## src/design/afm_pkg.sv

```systemverilog
// What this block does
// - Internal termination on raises driver current by 1.6x.
// - Overflow flag high for inputs above or below full scale.
// - Overflow flag delayed through the same pipeline as its word.
// - Full-rate CMOS data changes on falling output clock edge.
// - Both DDR modes update data lines on both output clock edges.
// - Output clock delayed by 0, 45, 90 or 135 degrees with the stabilizer on.
// - Polarity bit inverts output clock independent of phase.
// - Reset format is offset binary, zero input gives midscale code.
// - Two's complement selectable, zero input gives all zeros.
// - Out-of-range inputs clamp to max or min code of format.
// - Randomizer XORs every bit above LSB with the LSB.
// - Randomizer leaves LSB, overflow flag and output clock alone.
// - Alternate polarity independent of randomizer, forces offset binary.
// - Test patterns: ones, zeros, alternating, checkerboard.
// - Test pattern overrides all other formatting.
// - Output disable puts every digital output in high impedance.
// - Sleep by register or pin powers down; output valid 2 ms after.
// - Nap keeps references; 100 clocks recovery, 50 us DC settling.
// - Clock timing bit 3 selects output clock polarity.
package afm_pkg;
    localparam int          CLK_MHZ        = 40;
    localparam logic [11:0] ADDR_PWR       = 12'h000;
    localparam logic [11:0] ADDR_CLK       = 12'h004;
    localparam logic [11:0] ADDR_DRV       = 12'h008;
    localparam logic [11:0] ADDR_FMT       = 12'h00c;
    localparam logic [11:0] ADDR_STAT      = 12'h010;
    localparam logic [7:0]  RST_REG        = 8'h00;
    localparam int          CT_DCS         = 0;
    localparam int          CT_PH          = 1;
    localparam int          CT_INV         = 3;
    localparam int          DRV_DIS        = 0;
    localparam int          DRV_TERM       = 1;
    localparam int          DRV_CUR        = 2;
    localparam int          DRV_MODE       = 5;
    localparam int          FMT_TWOS       = 0;
    localparam int          FMT_RAND       = 1;
    localparam int          FMT_ABP        = 2;
    localparam int          FMT_TP_EN      = 3;
    localparam int          FMT_TP         = 4;
    localparam logic [1:0]  PD_NAP         = 2'h1;
    localparam logic [1:0]  PD_SLEEP       = 2'h3;
    localparam int          PHASES         = 8;
    localparam int          PIPE_DEPTH     = 3;
    localparam int          SLEEP_WAKE_US  = 2000;
    localparam int          NAP_WAKE_CLKS  = 100;
    localparam int          DC_SETTLE_US   = 50;
    localparam int          SLEEP_WAKE_CYC = SLEEP_WAKE_US * CLK_MHZ;
    localparam int          NAP_WAKE_CYC   = NAP_WAKE_CLKS * PHASES;
    localparam int          DC_SETTLE_CYC  = DC_SETTLE_US * CLK_MHZ;
    localparam logic [13:0] MAX_CODE       = 14'h3fff;
    localparam logic [13:0] MIN_CODE       = 14'h0000;
    localparam logic [13:0] ODD_BITS       = 14'h2aaa;
    localparam logic [14:0] TP_CHECK_A     = 15'h5555;
    localparam logic [14:0] TP_CHECK_B     = 15'h2aaa;

    typedef enum logic [1:0] {
        PS_RUN   = 2'b00,
        PS_NAP   = 2'b01,
        PS_SLEEP = 2'b10,
        PS_WAKE  = 2'b11
    } afm_pwr_t;

    typedef enum logic [1:0] {
        OM_CMOS     = 2'b00,
        OM_DDR_CMOS = 2'b01,
        OM_DDR_LVDS = 2'b10
    } afm_omode_t;

    typedef enum logic [1:0] {
        TP_ONES  = 2'b00,
        TP_ZEROS = 2'b01,
        TP_ALT   = 2'b10,
        TP_CHECK = 2'b11
    } afm_tp_t;

    // Driver current in steps of 0.05 mA
    function automatic logic [8:0] afm_cur_base(input logic [2:0] sel);
        case (sel)
            3'h1:    afm_cur_base = 9'h050;
            3'h2:    afm_cur_base = 9'h05a;
            3'h4:    afm_cur_base = 9'h03c;
            3'h5:    afm_cur_base = 9'h032;
            3'h6:    afm_cur_base = 9'h02a;
            3'h7:    afm_cur_base = 9'h023;
            default: afm_cur_base = 9'h046;
        endcase
    endfunction
endpackage

```

## src/design/afm_pipe.sv

```systemverilog
`timescale 1ns/100ps
module afm_pipe
    import afm_pkg::*;
#(
    parameter int W     = 15,
    parameter int DEPTH = PIPE_DEPTH
)(
    // Clock and reset
    input  wire logic         core_clk,
    input  wire logic         rstn,
    // Stream
    input  wire logic         adv,
    input  wire logic [W-1:0] din,
    output logic      [W-1:0] dout
);
    logic [W-1:0] stage_ff [DEPTH];

    always_ff @(posedge core_clk or negedge rstn)
    begin
        if (!rstn)
        begin
            for (int i = 0; i < DEPTH; i++)
                stage_ff[i] <= '0;
        end
        else if (adv)
        begin
            stage_ff[0] <= din;
            for (int i = 1; i < DEPTH; i++)
                stage_ff[i] <= stage_ff[i-1];
        end
    end

    assign dout = stage_ff[DEPTH-1];
endmodule

```

## src/design/afm_clkgen.sv

```systemverilog
`timescale 1ns/100ps
module afm_clkgen
    import afm_pkg::*;
(
    // Clock and reset
    input  wire logic       core_clk,
    input  wire logic       rstn,
    // Control
    input  wire logic       run,
    input  wire logic [2:0] nxt_cnt,
    input  wire logic [1:0] shift,
    input  wire logic       invert,
    // Clock out
    output logic            clk_out
);
    logic       clk_ff;
    logic [2:0] ph;

    // One count is one eighth of a sample, so a shift step is 45 degrees
    assign ph = nxt_cnt - {1'b0, shift};

    always_ff @(posedge core_clk or negedge rstn)
    begin
        if (!rstn)
            clk_ff <= 1'b0;
        else
            clk_ff <= run & (ph[2] ^ invert);
    end

    assign clk_out = clk_ff;
endmodule

```

## src/design/afm_output_formatter.sv

```systemverilog
// The APB interface to the registers and the register offsets are this design's own decisions.
`timescale 1ns/100ps
module afm_output_formatter
    import afm_pkg::*;
#(
    parameter int SLEEP_WAKE = SLEEP_WAKE_CYC
)(
    // Clock and reset
    input  wire logic        core_clk,
    input  wire logic        rstn,
    // APB slave
    input  wire logic        psel,
    input  wire logic        penable,
    input  wire logic        pwrite,
    input  wire logic [11:0] paddr,
    input  wire logic [31:0] pwdata,
    output logic      [31:0] prdata,
    output logic             pready,
    output logic             pslverr,
    // Converter core
    input  wire logic [13:0] core_code,
    input  wire logic        core_over,
    input  wire logic        core_under,
    input  wire logic        sleep_pin,
    output logic             core_pd,
    output logic             dcs_en,
    // Driver control
    output logic      [8:0]  drive_current,
    output logic             term_en,
    output logic      [1:0]  out_mode,
    // Output pins
    output logic      [13:0] converted_word,
    output logic             overflow_flag,
    output logic             output_sample_clock,
    output logic             out_oe_n
);
    logic [7:0]  power_down_register_ff;
    logic [7:0]  clock_timing_register_ff;
    logic [7:0]  output_driver_register_ff;
    logic [7:0]  data_format_register_ff;
    logic [31:0] prdata_ff;
    logic        pready_ff;
    logic        pslverr_ff;
    logic        sleep_s1_ff;
    logic        sleep_s2_ff;
    afm_pwr_t    state_ff;
    afm_pwr_t    nxt_state;
    logic        from_sleep_ff;
    logic [16:0] wake_cnt_ff;
    logic        settled_ff;
    logic [2:0]  cnt_ff;
    logic [2:0]  nxt_cnt;
    logic        alt_ph_ff;
    logic [14:0] hold_ff;
    logic [13:0] word_ff;
    logic        of_ff;
    logic        oe_n_ff;
    logic [8:0]  cur_ff;
    logic        core_pd_ff;
    logic        dcs_ff;
    logic        term_ff;
    logic [1:0]  mode_ff;
    logic        running;
    logic        sample_tick;
    logic        sleep_req;
    logic        nap_req;
    logic [1:0]  eff_shift;
    logic        acc;
    logic        hit;
    logic [31:0] rd_mux;
    logic        flag;
    logic [13:0] clamped;
    logic [13:0] fw;
    logic [14:0] pipe_in;
    logic [14:0] pipe_out;
    logic [6:0]  even_bits;
    logic [6:0]  odd_bits;
    logic [11:0] cur_scaled;
    logic [16:0] wake_target;
    logic        twos;
    logic        rnd;
    logic        abp;
    logic        tp_en;
    afm_tp_t     tp_sel;

    assign twos   = data_format_register_ff[FMT_TWOS];
    assign rnd    = data_format_register_ff[FMT_RAND];
    assign abp    = data_format_register_ff[FMT_ABP];
    assign tp_en  = data_format_register_ff[FMT_TP_EN];
    assign tp_sel = afm_tp_t'(data_format_register_ff[FMT_TP +: 2]);

    // APB: pready rises one cycle into the access phase; writes commit on the next edge
    assign acc = psel & penable & pready_ff;
    assign hit = (paddr == ADDR_PWR) | (paddr == ADDR_CLK) | (paddr == ADDR_DRV)
               | (paddr == ADDR_FMT) | (paddr == ADDR_STAT);

    always_comb
    begin
        rd_mux = 32'h0;
        case (paddr)
            ADDR_PWR:  rd_mux[7:0] = power_down_register_ff;
            ADDR_CLK:  rd_mux[7:0] = clock_timing_register_ff;
            ADDR_DRV:  rd_mux[7:0] = output_driver_register_ff;
            ADDR_FMT:  rd_mux[7:0] = data_format_register_ff;
            ADDR_STAT: rd_mux[4:0] = {(eff_shift != clock_timing_register_ff[CT_PH +: 2]),
                                      settled_ff, running, state_ff};
            default:   rd_mux = 32'h0;
        endcase
    end

    always_ff @(posedge core_clk or negedge rstn)
    begin
        if (!rstn)
        begin
            pready_ff  <= 1'b0;
            pslverr_ff <= 1'b0;
            prdata_ff  <= 32'h0;
        end
        else
        begin
            pready_ff  <= psel & penable & ~pready_ff;
            pslverr_ff <= psel & penable & ~pready_ff & ~hit;
            if (psel & penable & ~pready_ff & ~pwrite)
                prdata_ff <= rd_mux;
        end
    end

    always_ff @(posedge core_clk or negedge rstn)
    begin
        if (!rstn)
        begin
            power_down_register_ff    <= RST_REG;
            clock_timing_register_ff  <= RST_REG;
            output_driver_register_ff <= RST_REG;
            data_format_register_ff   <= RST_REG;
        end
        else if (acc & pwrite)
        begin
            case (paddr)
                ADDR_PWR: power_down_register_ff    <= pwdata[7:0];
                ADDR_CLK: clock_timing_register_ff  <= pwdata[7:0];
                ADDR_DRV: output_driver_register_ff <= pwdata[7:0];
                ADDR_FMT: data_format_register_ff   <= pwdata[7:0];
                default:  ;
            endcase
        end
    end

    // Sleep pin comes from a board level strap or logic, so synchronise it
    always_ff @(posedge core_clk or negedge rstn)
    begin
        if (!rstn)
        begin
            sleep_s1_ff <= 1'b0;
            sleep_s2_ff <= 1'b0;
        end
        else
        begin
            sleep_s1_ff <= sleep_pin;
            sleep_s2_ff <= sleep_s1_ff;
        end
    end

    assign sleep_req   = sleep_s2_ff | (power_down_register_ff[1:0] == PD_SLEEP);
    assign nap_req     = ~sleep_req & (power_down_register_ff[1:0] == PD_NAP);
    assign wake_target = from_sleep_ff ? 17'(SLEEP_WAKE) : 17'(NAP_WAKE_CYC);
    assign running     = (state_ff == PS_RUN);

    always_comb
    begin
        nxt_state = state_ff;
        case (state_ff)
            PS_RUN:   if (sleep_req) nxt_state = PS_SLEEP;
                      else if (nap_req) nxt_state = PS_NAP;
            PS_NAP:   if (sleep_req) nxt_state = PS_SLEEP;
                      else if (!nap_req) nxt_state = PS_WAKE;
            PS_SLEEP: if (!sleep_req) nxt_state = PS_WAKE;
            PS_WAKE:  if (sleep_req) nxt_state = PS_SLEEP;
                      else if (nap_req) nxt_state = PS_NAP;
                      else if (wake_cnt_ff + 17'h1 >= wake_target) nxt_state = PS_RUN;
            default:  nxt_state = PS_RUN;
        endcase
    end

    always_ff @(posedge core_clk or negedge rstn)
    begin
        if (!rstn)
            state_ff <= PS_RUN;
        else
            state_ff <= nxt_state;
    end

    // Counter keeps going after a nap so the DC settling time is reported too
    always_ff @(posedge core_clk or negedge rstn)
    begin
        if (!rstn)
        begin
            from_sleep_ff <= 1'b0;
            wake_cnt_ff   <= 17'h0;
            settled_ff    <= 1'b1;
        end
        else if (state_ff == PS_SLEEP || state_ff == PS_NAP)
        begin
            from_sleep_ff <= (state_ff == PS_SLEEP);
            wake_cnt_ff   <= 17'h0;
            settled_ff    <= 1'b0;
        end
        else if (!settled_ff)
        begin
            wake_cnt_ff <= wake_cnt_ff + 17'h1;
            if (running && (from_sleep_ff ||
                wake_cnt_ff >= 17'(NAP_WAKE_CYC + DC_SETTLE_CYC)))
                settled_ff <= 1'b1;
        end
    end

    // Eight core cycles per sample give the 45 degree phase steps
    assign nxt_cnt     = cnt_ff + 3'h1;
    assign sample_tick = running & (cnt_ff == 3'h7);

    always_ff @(posedge core_clk or negedge rstn)
    begin
        if (!rstn)
            cnt_ff <= 3'h0;
        else
            cnt_ff <= nxt_cnt;
    end

    // Phase shift is only valid with the stabilizer running
    assign eff_shift = clock_timing_register_ff[CT_DCS]
                     ? clock_timing_register_ff[CT_PH +: 2] : 2'h0;

    afm_clkgen u_clkgen (
        .core_clk (core_clk),
        .rstn     (rstn),
        .run      (running),
        .nxt_cnt  (nxt_cnt),
        .shift    (eff_shift),
        .invert   (clock_timing_register_ff[CT_INV]),
        .clk_out  (output_sample_clock)
    );

    // Sample formatting, applied before the pipeline so flag and word share it
    assign flag    = core_over | core_under;
    assign clamped = core_over ? MAX_CODE : (core_under ? MIN_CODE : core_code);

    always_comb
    begin
        fw = clamped;
        if (twos && !abp)
            fw[13] = ~fw[13];
        if (rnd)
            fw[13:1] = fw[13:1] ^ {13{fw[0]}};
        if (abp)
            fw = fw ^ ODD_BITS;
        pipe_in = {flag, fw};
        if (tp_en)
        begin
            case (tp_sel)
                TP_ONES:  pipe_in = 15'h7fff;
                TP_ZEROS: pipe_in = 15'h0000;
                TP_ALT:   pipe_in = alt_ph_ff ? 15'h0000 : 15'h7fff;
                TP_CHECK: pipe_in = alt_ph_ff ? TP_CHECK_B : TP_CHECK_A;
                default:  pipe_in = 15'h0000;
            endcase
        end
    end

    always_ff @(posedge core_clk or negedge rstn)
    begin
        if (!rstn)
            alt_ph_ff <= 1'b0;
        else if (sample_tick)
            alt_ph_ff <= ~alt_ph_ff;
    end

    afm_pipe #(.W(15), .DEPTH(PIPE_DEPTH)) u_pipe (
        .core_clk (core_clk),
        .rstn     (rstn),
        .adv      (sample_tick),
        .din      (pipe_in),
        .dout     (pipe_out)
    );

    always_comb
    begin
        for (int i = 0; i < 7; i++)
        begin
            even_bits[i] = pipe_out[2*i];
            odd_bits[i]  = hold_ff[2*i+1];
        end
    end

    // Output word updates as the unshifted clock falls; DDR also as it rises
    always_ff @(posedge core_clk or negedge rstn)
    begin
        if (!rstn)
        begin
            hold_ff <= 15'h0;
            word_ff <= 14'h0;
            of_ff   <= 1'b0;
        end
        else if (nxt_cnt == 3'h0)
        begin
            hold_ff <= pipe_out;
            of_ff   <= pipe_out[14];
            if (mode_ff == OM_CMOS)
                word_ff <= pipe_out[13:0];
            else
                word_ff <= {7'h0, even_bits};
        end
        else if (nxt_cnt == 3'h4 && mode_ff != OM_CMOS)
            word_ff <= {7'h0, odd_bits};
    end

    assign cur_scaled = {3'h0, afm_cur_base(output_driver_register_ff[DRV_CUR +: 3])};

    always_ff @(posedge core_clk or negedge rstn)
    begin
        if (!rstn)
        begin
            oe_n_ff    <= 1'b1;
            cur_ff     <= 9'h0;
            core_pd_ff <= 1'b0;
            dcs_ff     <= 1'b0;
            term_ff    <= 1'b0;
            mode_ff    <= OM_CMOS;
        end
        else
        begin
            oe_n_ff    <= output_driver_register_ff[DRV_DIS];
            term_ff    <= output_driver_register_ff[DRV_TERM];
            mode_ff    <= output_driver_register_ff[DRV_MODE +: 2];
            cur_ff     <= output_driver_register_ff[DRV_TERM]
                        ? 9'((cur_scaled * 12'h8) / 12'h5) : cur_scaled[8:0];
            core_pd_ff <= (state_ff == PS_SLEEP) | (state_ff == PS_NAP);
            dcs_ff     <= clock_timing_register_ff[CT_DCS];
        end
    end

    assign prdata         = prdata_ff;
    assign pready         = pready_ff;
    assign pslverr        = pslverr_ff;
    assign converted_word = word_ff;
    assign overflow_flag  = of_ff;
    assign out_oe_n       = oe_n_ff;
    assign drive_current  = cur_ff;
    assign term_en        = term_ff;
    assign out_mode       = mode_ff;
    assign core_pd        = core_pd_ff;
    assign dcs_en         = dcs_ff;

    logic [4:0] run_len_ff;
    always_ff @(posedge core_clk or negedge rstn)
    begin
        if (!rstn)
            run_len_ff <= 5'h0;
        else if (!running)
            run_len_ff <= 5'h0;
        else if (run_len_ff != 5'h1f)
            run_len_ff <= run_len_ff + 5'h1;
    end
endmodule

```

## config.mk

```make
export PLATFORM = sky130hd
export DESIGN_NAME = afm_output_formatter
export DESIGN_NICKNAME = d
export VERILOG_FILES = /design/src/design/afm_pkg.sv /design/src/design/afm_pipe.sv /design/src/design/afm_clkgen.sv /design/src/design/afm_output_formatter.sv
export SDC_FILE = /design/constraint.sdc
export NUM_CORES = 1
export LEC_CHECK = 0
export ABC_AREA = 1
export BUFFER_PORTS_ARGS = -buffer_cell sky130_fd_sc_hd__buf_2
export CORE_ASPECT_RATIO = 1.25
export CORE_UTILIZATION = 60
export CTS_BUF_LIST = sky130_fd_sc_hd__clkbuf_8
export DETAILED_ROUTE_END_ITERATION = 7
export PLACE_DENSITY = 0.84
export SLEW_MARGIN = 10
export SYNTH_ARGS = -nofsm -noshare
export SYNTH_HDL_FRONTEND = slang
export SYNTH_SLANG_ARGS = --single-unit
export TNS_END_PERCENT = 50
```

## constraint.sdc

```tcl
create_clock -name core_clk -period 11.4 [get_ports core_clk]
set_input_delay 1.71 -clock core_clk [delete_from_list [all_inputs] [get_ports core_clk]]
set_output_delay 1.71 -clock core_clk [all_outputs]
set_load 0.1 [all_outputs]
```

== After elaboration in Yosys (flattened, before gate mapping) ==
Cells that the tools add are included.
Cells by class
  $add $sub $neg: 3
  div/mod/pow operators: 1
  magnitude comparators: 2
  equality and inequality tests: 26
  mux-type cells: 32
  bitwise operators: 25
  reductions and logical operators: 18
Operators with widths (count)
  two-way mux 14 bit: 6
  one-hot mux 15 bit (4 select lines): 1
  two-way mux 17 bit: 3
  two-way mux 15 bit: 3
  one-hot mux 7 bit (6 select lines): 1
  one-hot mux 5 bit (5 select lines): 1
  equality test 12 x 4 -> 1 bit (second input constant): 2
  equality test 3 bit (second input constant): 6
  two-way mux 2 bit: 9
  adder 17 x 1 -> 17 bit (second input constant): 1
  greater-or-equal comparator 17 x 12 -> 1 bit (second input constant): 1
  greater-or-equal comparator 17 bit: 1
  two-way mux 13 bit: 1
  bitwise XOR 13 bit: 1
  divider 12 x 3 -> 12 bit (second input constant): 1
  equality test 12 x 3 -> 1 bit (second input constant): 1
  equality test 12 x 5 -> 1 bit (second input constant): 1
  logical NOT 12 bit: 1
  one-hot mux 3 bit (4 select lines): 1
  equality test 2 bit (second input constant): 5
  AND 1 bit: 9
  two-way mux 9 bit: 1
  one-hot mux 2 bit (4 select lines): 1
  AND reduction 2 bit: 4
  other kinds (23): 45
Storage, ports and cells
  flip-flop bits (word level): 159

== Longest topological paths before layout ==
  depth after elaboration: 9
  mapped depth: 38
  depth with buffers taken out: 38

== Modules after synthesis ==
Synthesis repeated with hierarchy kept, for this count alone.
Unflattened totals
  cells, all modules: 1111
  area, all modules: 8774.7 µm²
Modules (own cells, without submodules)
  afm_output_formatter: instances 1, cells an instance 888, area an instance 6826.5 µm²
  afm_pipe: instances 1, cells an instance 205, area an instance 1844.3 µm²
  afm_clkgen: instances 1, cells an instance 18, area an instance 103.8 µm²

== Least setup slack after synthesis ==
OpenSTA, ideal clock, no wires.
  kind: reg-to-reg
  start point: register output_driver_register_ff[2]
  end point: register cur_ff[0] (netlist: drive_current[0])
  setup time: 0.113 ns
  arrival time: 4.009 ns
  data required time: 11.287 ns
  path slack: 7.278 ns
  stages on the path, launching flop included: 32
  path buffers: 0
  clock period less this slack: 4.122 ns
  path through: dfrtp_1 > inv_1 > ha_1 > o21ai_1 > nand3_4 > nand2_2 > nor2_4 > nor2_8 > inv_2 > o21ai_4 > nand3_4 > nand2_1 > nand2_1 > ha_1 > inv_1 > nand3_2 > nand2_4 > nand3_4 > nand3_1 > nand2_2 > nor2_2 > nand3_4 > ha_1 > inv_1 > o211ai_1 > inv_1 > nor2_1 > nand3_1 > nor2_1 > nand3_1 > nand2_1 > inv_1
On the way
  word-level cells in the longest chain between the ends: 4
  elaborated cells between the ends (all ways): 9
Ends and longest elaborated chain
  from (decl): RTL line afm_output_formatter.sv:39  | logic [7:0] output_driver_register_ff;
  from (signal assigned): RTL line afm_output_formatter.sv:142  | ADDR_DRV: output_driver_register_ff <= pwdata[7:0];
  equality test 3 bit, or another cell as far along: RTL line afm_pkg.sv:79  | case (sel)
  one-hot mux 7 bit (6 select lines) *: RTL line afm_pkg.sv:79
  divider 12 x 3 -> 12 bit: RTL line afm_output_formatter.sv:335  | ? 9'((cur_scaled * 12'h8) / 12'h5) : cur_scaled[8:0];
  two-way mux 9 bit *: RTL line afm_output_formatter.sv:335
  to (signal assigned): RTL line afm_output_formatter.sv:334  | cur_ff <= output_driver_register_ff[DRV_TERM]
  to (decl): RTL line afm_output_formatter.sv:58  | logic [8:0] cur_ff;
Every way passes the cells marked *; elsewhere a longest branch is shown, timed or not.
A chain may end at the register's enable or synchronous reset.

== Worst setup path in the final report ==
Ends and elaborated chain as after synthesis.

==> Flow_metrics.wiki <==
{| class="wikitable"
! Metric !! Value
|-
| Antenna-violating nets left || 0
|-
| Syn. warnings || 0
|-
| Max-cap check violation count || 0
|-
| Final worst path period share || 0.4101
|-
| Die X || about 110 um
|-
| Maximum achievable frequency || 0.2139 GHz
|-
| Worst setup slack for register-to-register paths || between 6 and 7 ns
|-
| Height of the die || between 100 and 150 um
|-
| Worst slew margin relative to its limit || 0.2441
|-
| Worst Max-Slew Pin Slew || roughly 1.1 ns
|-
| Worst clock skew || 0.01274 ns
|-
| Count of port buffers added during placement || between 80 and 90
|-
| Setup_tns || 0 ns
|-
| Area enclosed by the die boundary || around 15000 um2
|-
| Longest Clk Path Bufs || 2
|-
| Worst setup SP type || register
|-
| Unrepaired setup endpoints after global routing || no
|-
| Cell types with the largest area share after synthesis || sky130_fd_sc_hd__dfrtp_1 (44%), sky130_fd_sc_hd__nand2_1 (9.9%), sky130_fd_sc_hd__inv_1 (6.1%)
|-
| Tot GR Track Use || 0.2618
|-
| Vias per inst || between 5 and 6
|-
| Sink of the worst hold path || sleep_s2_ff
|-
| Cell mode on critical path || sky130_fd_sc_hd__inv_1
|-
| Clock-pin transition on the worst setup and hold timing paths || 0.09 ns
|-
| Area grow syn2layout || 10.51%
|-
| Inserted Clock Buffers || 17
|-
| Path category of the worst min-delay check || reg -> reg
|-
| Number of global-route vias before repair || between 6000 and 7000
|-
| Area of the core || approximately 14000 um2
|-
| Worst Path Class, Setup || reg -> reg
|-
| Origin of the worst min-delay path || sleep_s1_ff
|-
| Number of search-and-repair iterations in the first detailed-routing pass || 5
|-
| Clock latency at the later pin of the worst-skew pair || 0.46 ns
|-
| Global placement routability congestion || about 0.9
|-
| Total of hold buffers inserted after clock tree synthesis || 0
|-
| Sequential element share of the synthesized area || 0.4482
|-
| Vias post-DR || between 7000 and 8000
|-
| GR Overflow Total || 0
|-
| Clock tree from TritonCTS || built
|-
| Number of failing hold endpoints at the final stage || 0
|-
| Data arrival time of the critical path || just over 5 ns
|-
| WL/cell || about 14 um
|-
| Post-cts repair resize count || 0
|-
| Worst reg2reg endpoint || drive_current[0]
|-
| Final HPWL DP || between 10000 and 15000 um
|-
| Min cycle time layout || 4.675 ns
|-
| Antenna violations before repair || 0
|-
| Power per unit of standard cell area || a little under 200 nW/um2
|-
| Buffer type at the clock tree root || sky130_fd_sc_hd__clkbuf_8
|-
| Wire length of the first global-routing pass || around 30000 um
|-
| Setup violators final || 0
|-
| Peak fanout along the critical path || 10
|-
| Instance count along the most critical hold path || 0
|-
| Launch instance of the worst register-to-register path || output_driver_register_ff[2]
|-
| Maximum ir drop on the vdd rail || about 0.19 mV
|-
| Fraction of final layout cells sized beyond drive strength 1 || 0.1542
|-
| Distinct cells, synth || between 50 and 60
|-
| Pin count of the biggest net entering global routing || 81
|-
| Share of the synthesized area in the top cell type || 0.4419
|-
| Final #Nets || 1216
|-
| Cell count after placement || 1278
|-
| Count of clock tree sinks || 151
|-
| First-iteration detailed-routing DRC count || between 300 and 400
|-
| Number of storage elements in the synthesis netlist || between 150 and 200
|-
| Critical path's slowest cell || sky130_fd_sc_hd__dfrtp_1
|-
| Slew Viols, Final || 0
|-
| Worst R2R Path Depth || 31
|-
| Area leader, netlist || sky130_fd_sc_hd__dfrtp_1
|-
| Post-synthesis instance area || ~8400 um2
|-
| Worst Path Required || approximately 12 ns
|-
| H-tree levels || 4
|-
| Post-route non-filler standard cell count || roughly 1300
|-
| Sort of element at the end of the critical path || register
|-
| Total DRC errors in the routed layout || 0
|-
| Maximum single-stage delay on the critical path || about 0.44 ns
|-
| Synthesized netlist cell count || roughly 1000
|-
| Sum of routed wire length over all layers || between 15000 and 20000 um
|-
| Count of antenna diodes in the layout || 0
|-
| Outcome || finished clean
|-
| Fill cell count || 1133
|-
| Starting density of the core || 0.6134
|-
| Floorplan row count || 48
|-
| Count of boundary I/O pins || 131
|-
| Reported leakage power || between 4 and 5 nW
|-
| Setup bufs post-CTS || 0
|-
| Post-Synthesis Mean Instance Area || approximately 8 um2
|}
metal layers:
layer | global-route usage | vias up | routed length, um
met2 | 0.4501 | 200 | 9074
met3 | 0.04392 | 48 | 771
met1 | 0.3220 | 3292 | 7566
li1 | - | 3537 | -
met5 | 0 | - | 0
met4 | 0.1142 | 0 | 466
cells by family after synthesis:
| family | Yosys count | synth area share |
|---|---|---|
| simple gates | 419 | 0.2279 |
| compound gates | 226 | 0.1538 |
| xor+xnor | 19 | 0.01972 |
| buf+inv | 199 | 0.1017 |
| other cells | 1 | 0.0004445 |
| flops | 151 | 0.4482 |
| fa+ha+maj | 28 | 0.04153 |
| mux | 5 | 0.006673 |
power breakdown:
group          switching, mW  leakage (nW)  internal, mW
clock network          0.220         0.227         0.245
logic                  0.468          2.78         0.132
registers             0.0636          1.88         0.669
total                  0.751          4.89          1.05
synthesized netlist by cell type, drive strengths merged:
library cell and count:
mux2 5, nor4 3, nand4 13, inv 145, a21oi 52, nand2 246, o21ai 107, xnor2 4
o22ai 17, a211oi 1, ha 28, clkinv 3, a22o 3, a221oi 5, a21o 2, buf 27
clkbuf 24, dfstp 2, o211ai 4, o32a 2, nand3 55, dfrtp 149, nor3 15, xor2 15
o21bai 3, or2 2, conb 1, o221ai 1, a21boi 2, a22oi 14, a31oi 12, o21a 1
nor2 85
through the flow:
stage / worst slack (ns) / total power [mW] / instance area [um2] / util / hold slack (ns)
6_report: 6.725 / 1.796 / 9324 / 0.6779 / 0.3605
5_1_grt: 6.201 / 1.895 / 9324 / 0.6779 / 0.3765
4_1_cts: 6.707 / 1.806 / 9324 / 0.6779 / 0.3656
3_5_place_dp: 6.738 / 1.341 / 8875 / 0.6453 / 0.3402
3_3_place_gp: 6.806 / 1.322 / 8875 / 0.6453 / 0.3316
2_1_floorplan: 7.278 / 1.225 / 8527 / - / 0.3312
cell type report:
| class | instances | area [um2] | area share |
|---|---|---|---|
| inverter | 148 | 565.5 | 0.06065 |
| clock inverter | 15 | 215.2 | 0.02308 |
| timing repair buffer | 82 | 419.2 | 0.04495 |
| multi-input combinational | 722 | 3890 | 0.4172 |
| sequential | 151 | 3781 | 0.4055 |
| tap | 175 | 219.0 | 0.02348 |
| clock buffer | 17 | 234.0 | 0.02509 |
registers in the layout, summed over array words and instances (netlist names), 8 cells and up:
| register | count |
|---|---|
| prdata | 8 |
| power_down_register_ff | 8 |
| output_driver_register_ff | 8 |
| wake_cnt_ff | 17 |
| u_pipe.stage_ff | 30 |
| clock_timing_register_ff | 8 |
| u_pipe.dout | 15 |
| data_format_register_ff | 8 |
| converted_word | 14 |
| drive_current | 8 |
worst max path at each step:
stage                                            start          endpoint  slack (ns)  cells past startpoint
after floorplan           output_driver_register_ff[2]  drive_current[0]        7.28                     31
after global placement    output_driver_register_ff[2]  drive_current[0]        6.81                     31
after detailed placement  output_driver_register_ff[2]  drive_current[0]        6.74                     31
after CTS                 output_driver_register_ff[2]  drive_current[0]        6.71                     33
after global routing      output_driver_register_ff[2]  drive_current[0]        6.20                     33
final                     output_driver_register_ff[2]  drive_current[0]        6.73                     31
layout by cell type, fill, tap and decap left out, types with 4 or more instances in the layout:
cell type	n
sky130_fd_sc_hd__a21oi_1	51
sky130_fd_sc_hd__a221oi_1	5
sky130_fd_sc_hd__a22oi_1	14
sky130_fd_sc_hd__a31oi_1	12
sky130_fd_sc_hd__buf_2	80
sky130_fd_sc_hd__bufinv_16	4
sky130_fd_sc_hd__clkbuf_8	17
sky130_fd_sc_hd__conb_1	25
sky130_fd_sc_hd__dfrtp_1	149
sky130_fd_sc_hd__ha_1	28
sky130_fd_sc_hd__inv_1	136
sky130_fd_sc_hd__inv_2	6
sky130_fd_sc_hd__inv_6	4
sky130_fd_sc_hd__mux2_2	5
sky130_fd_sc_hd__nand2_1	221
sky130_fd_sc_hd__nand2_2	19
sky130_fd_sc_hd__nand2_4	6
sky130_fd_sc_hd__nand3_1	47
sky130_fd_sc_hd__nand3_2	4
sky130_fd_sc_hd__nand3_4	4
sky130_fd_sc_hd__nand4_1	13
sky130_fd_sc_hd__nor2_1	79
sky130_fd_sc_hd__nor3_1	14
sky130_fd_sc_hd__o211ai_1	4
sky130_fd_sc_hd__o21ai_0	98
sky130_fd_sc_hd__o21ai_1	7
sky130_fd_sc_hd__o22ai_1	17
sky130_fd_sc_hd__xnor2_1	4
sky130_fd_sc_hd__xor2_1	15
critical path, delay by kind of cell (launching register included):
family	cells	cell delay (ns)
flops	1	0.44
fa+ha+maj	3	0.82
buf+inv	6	0.44
simple gates	19	2.22
compound gates	3	0.66
Note: power is estimated with default switching activity, not from simulation.
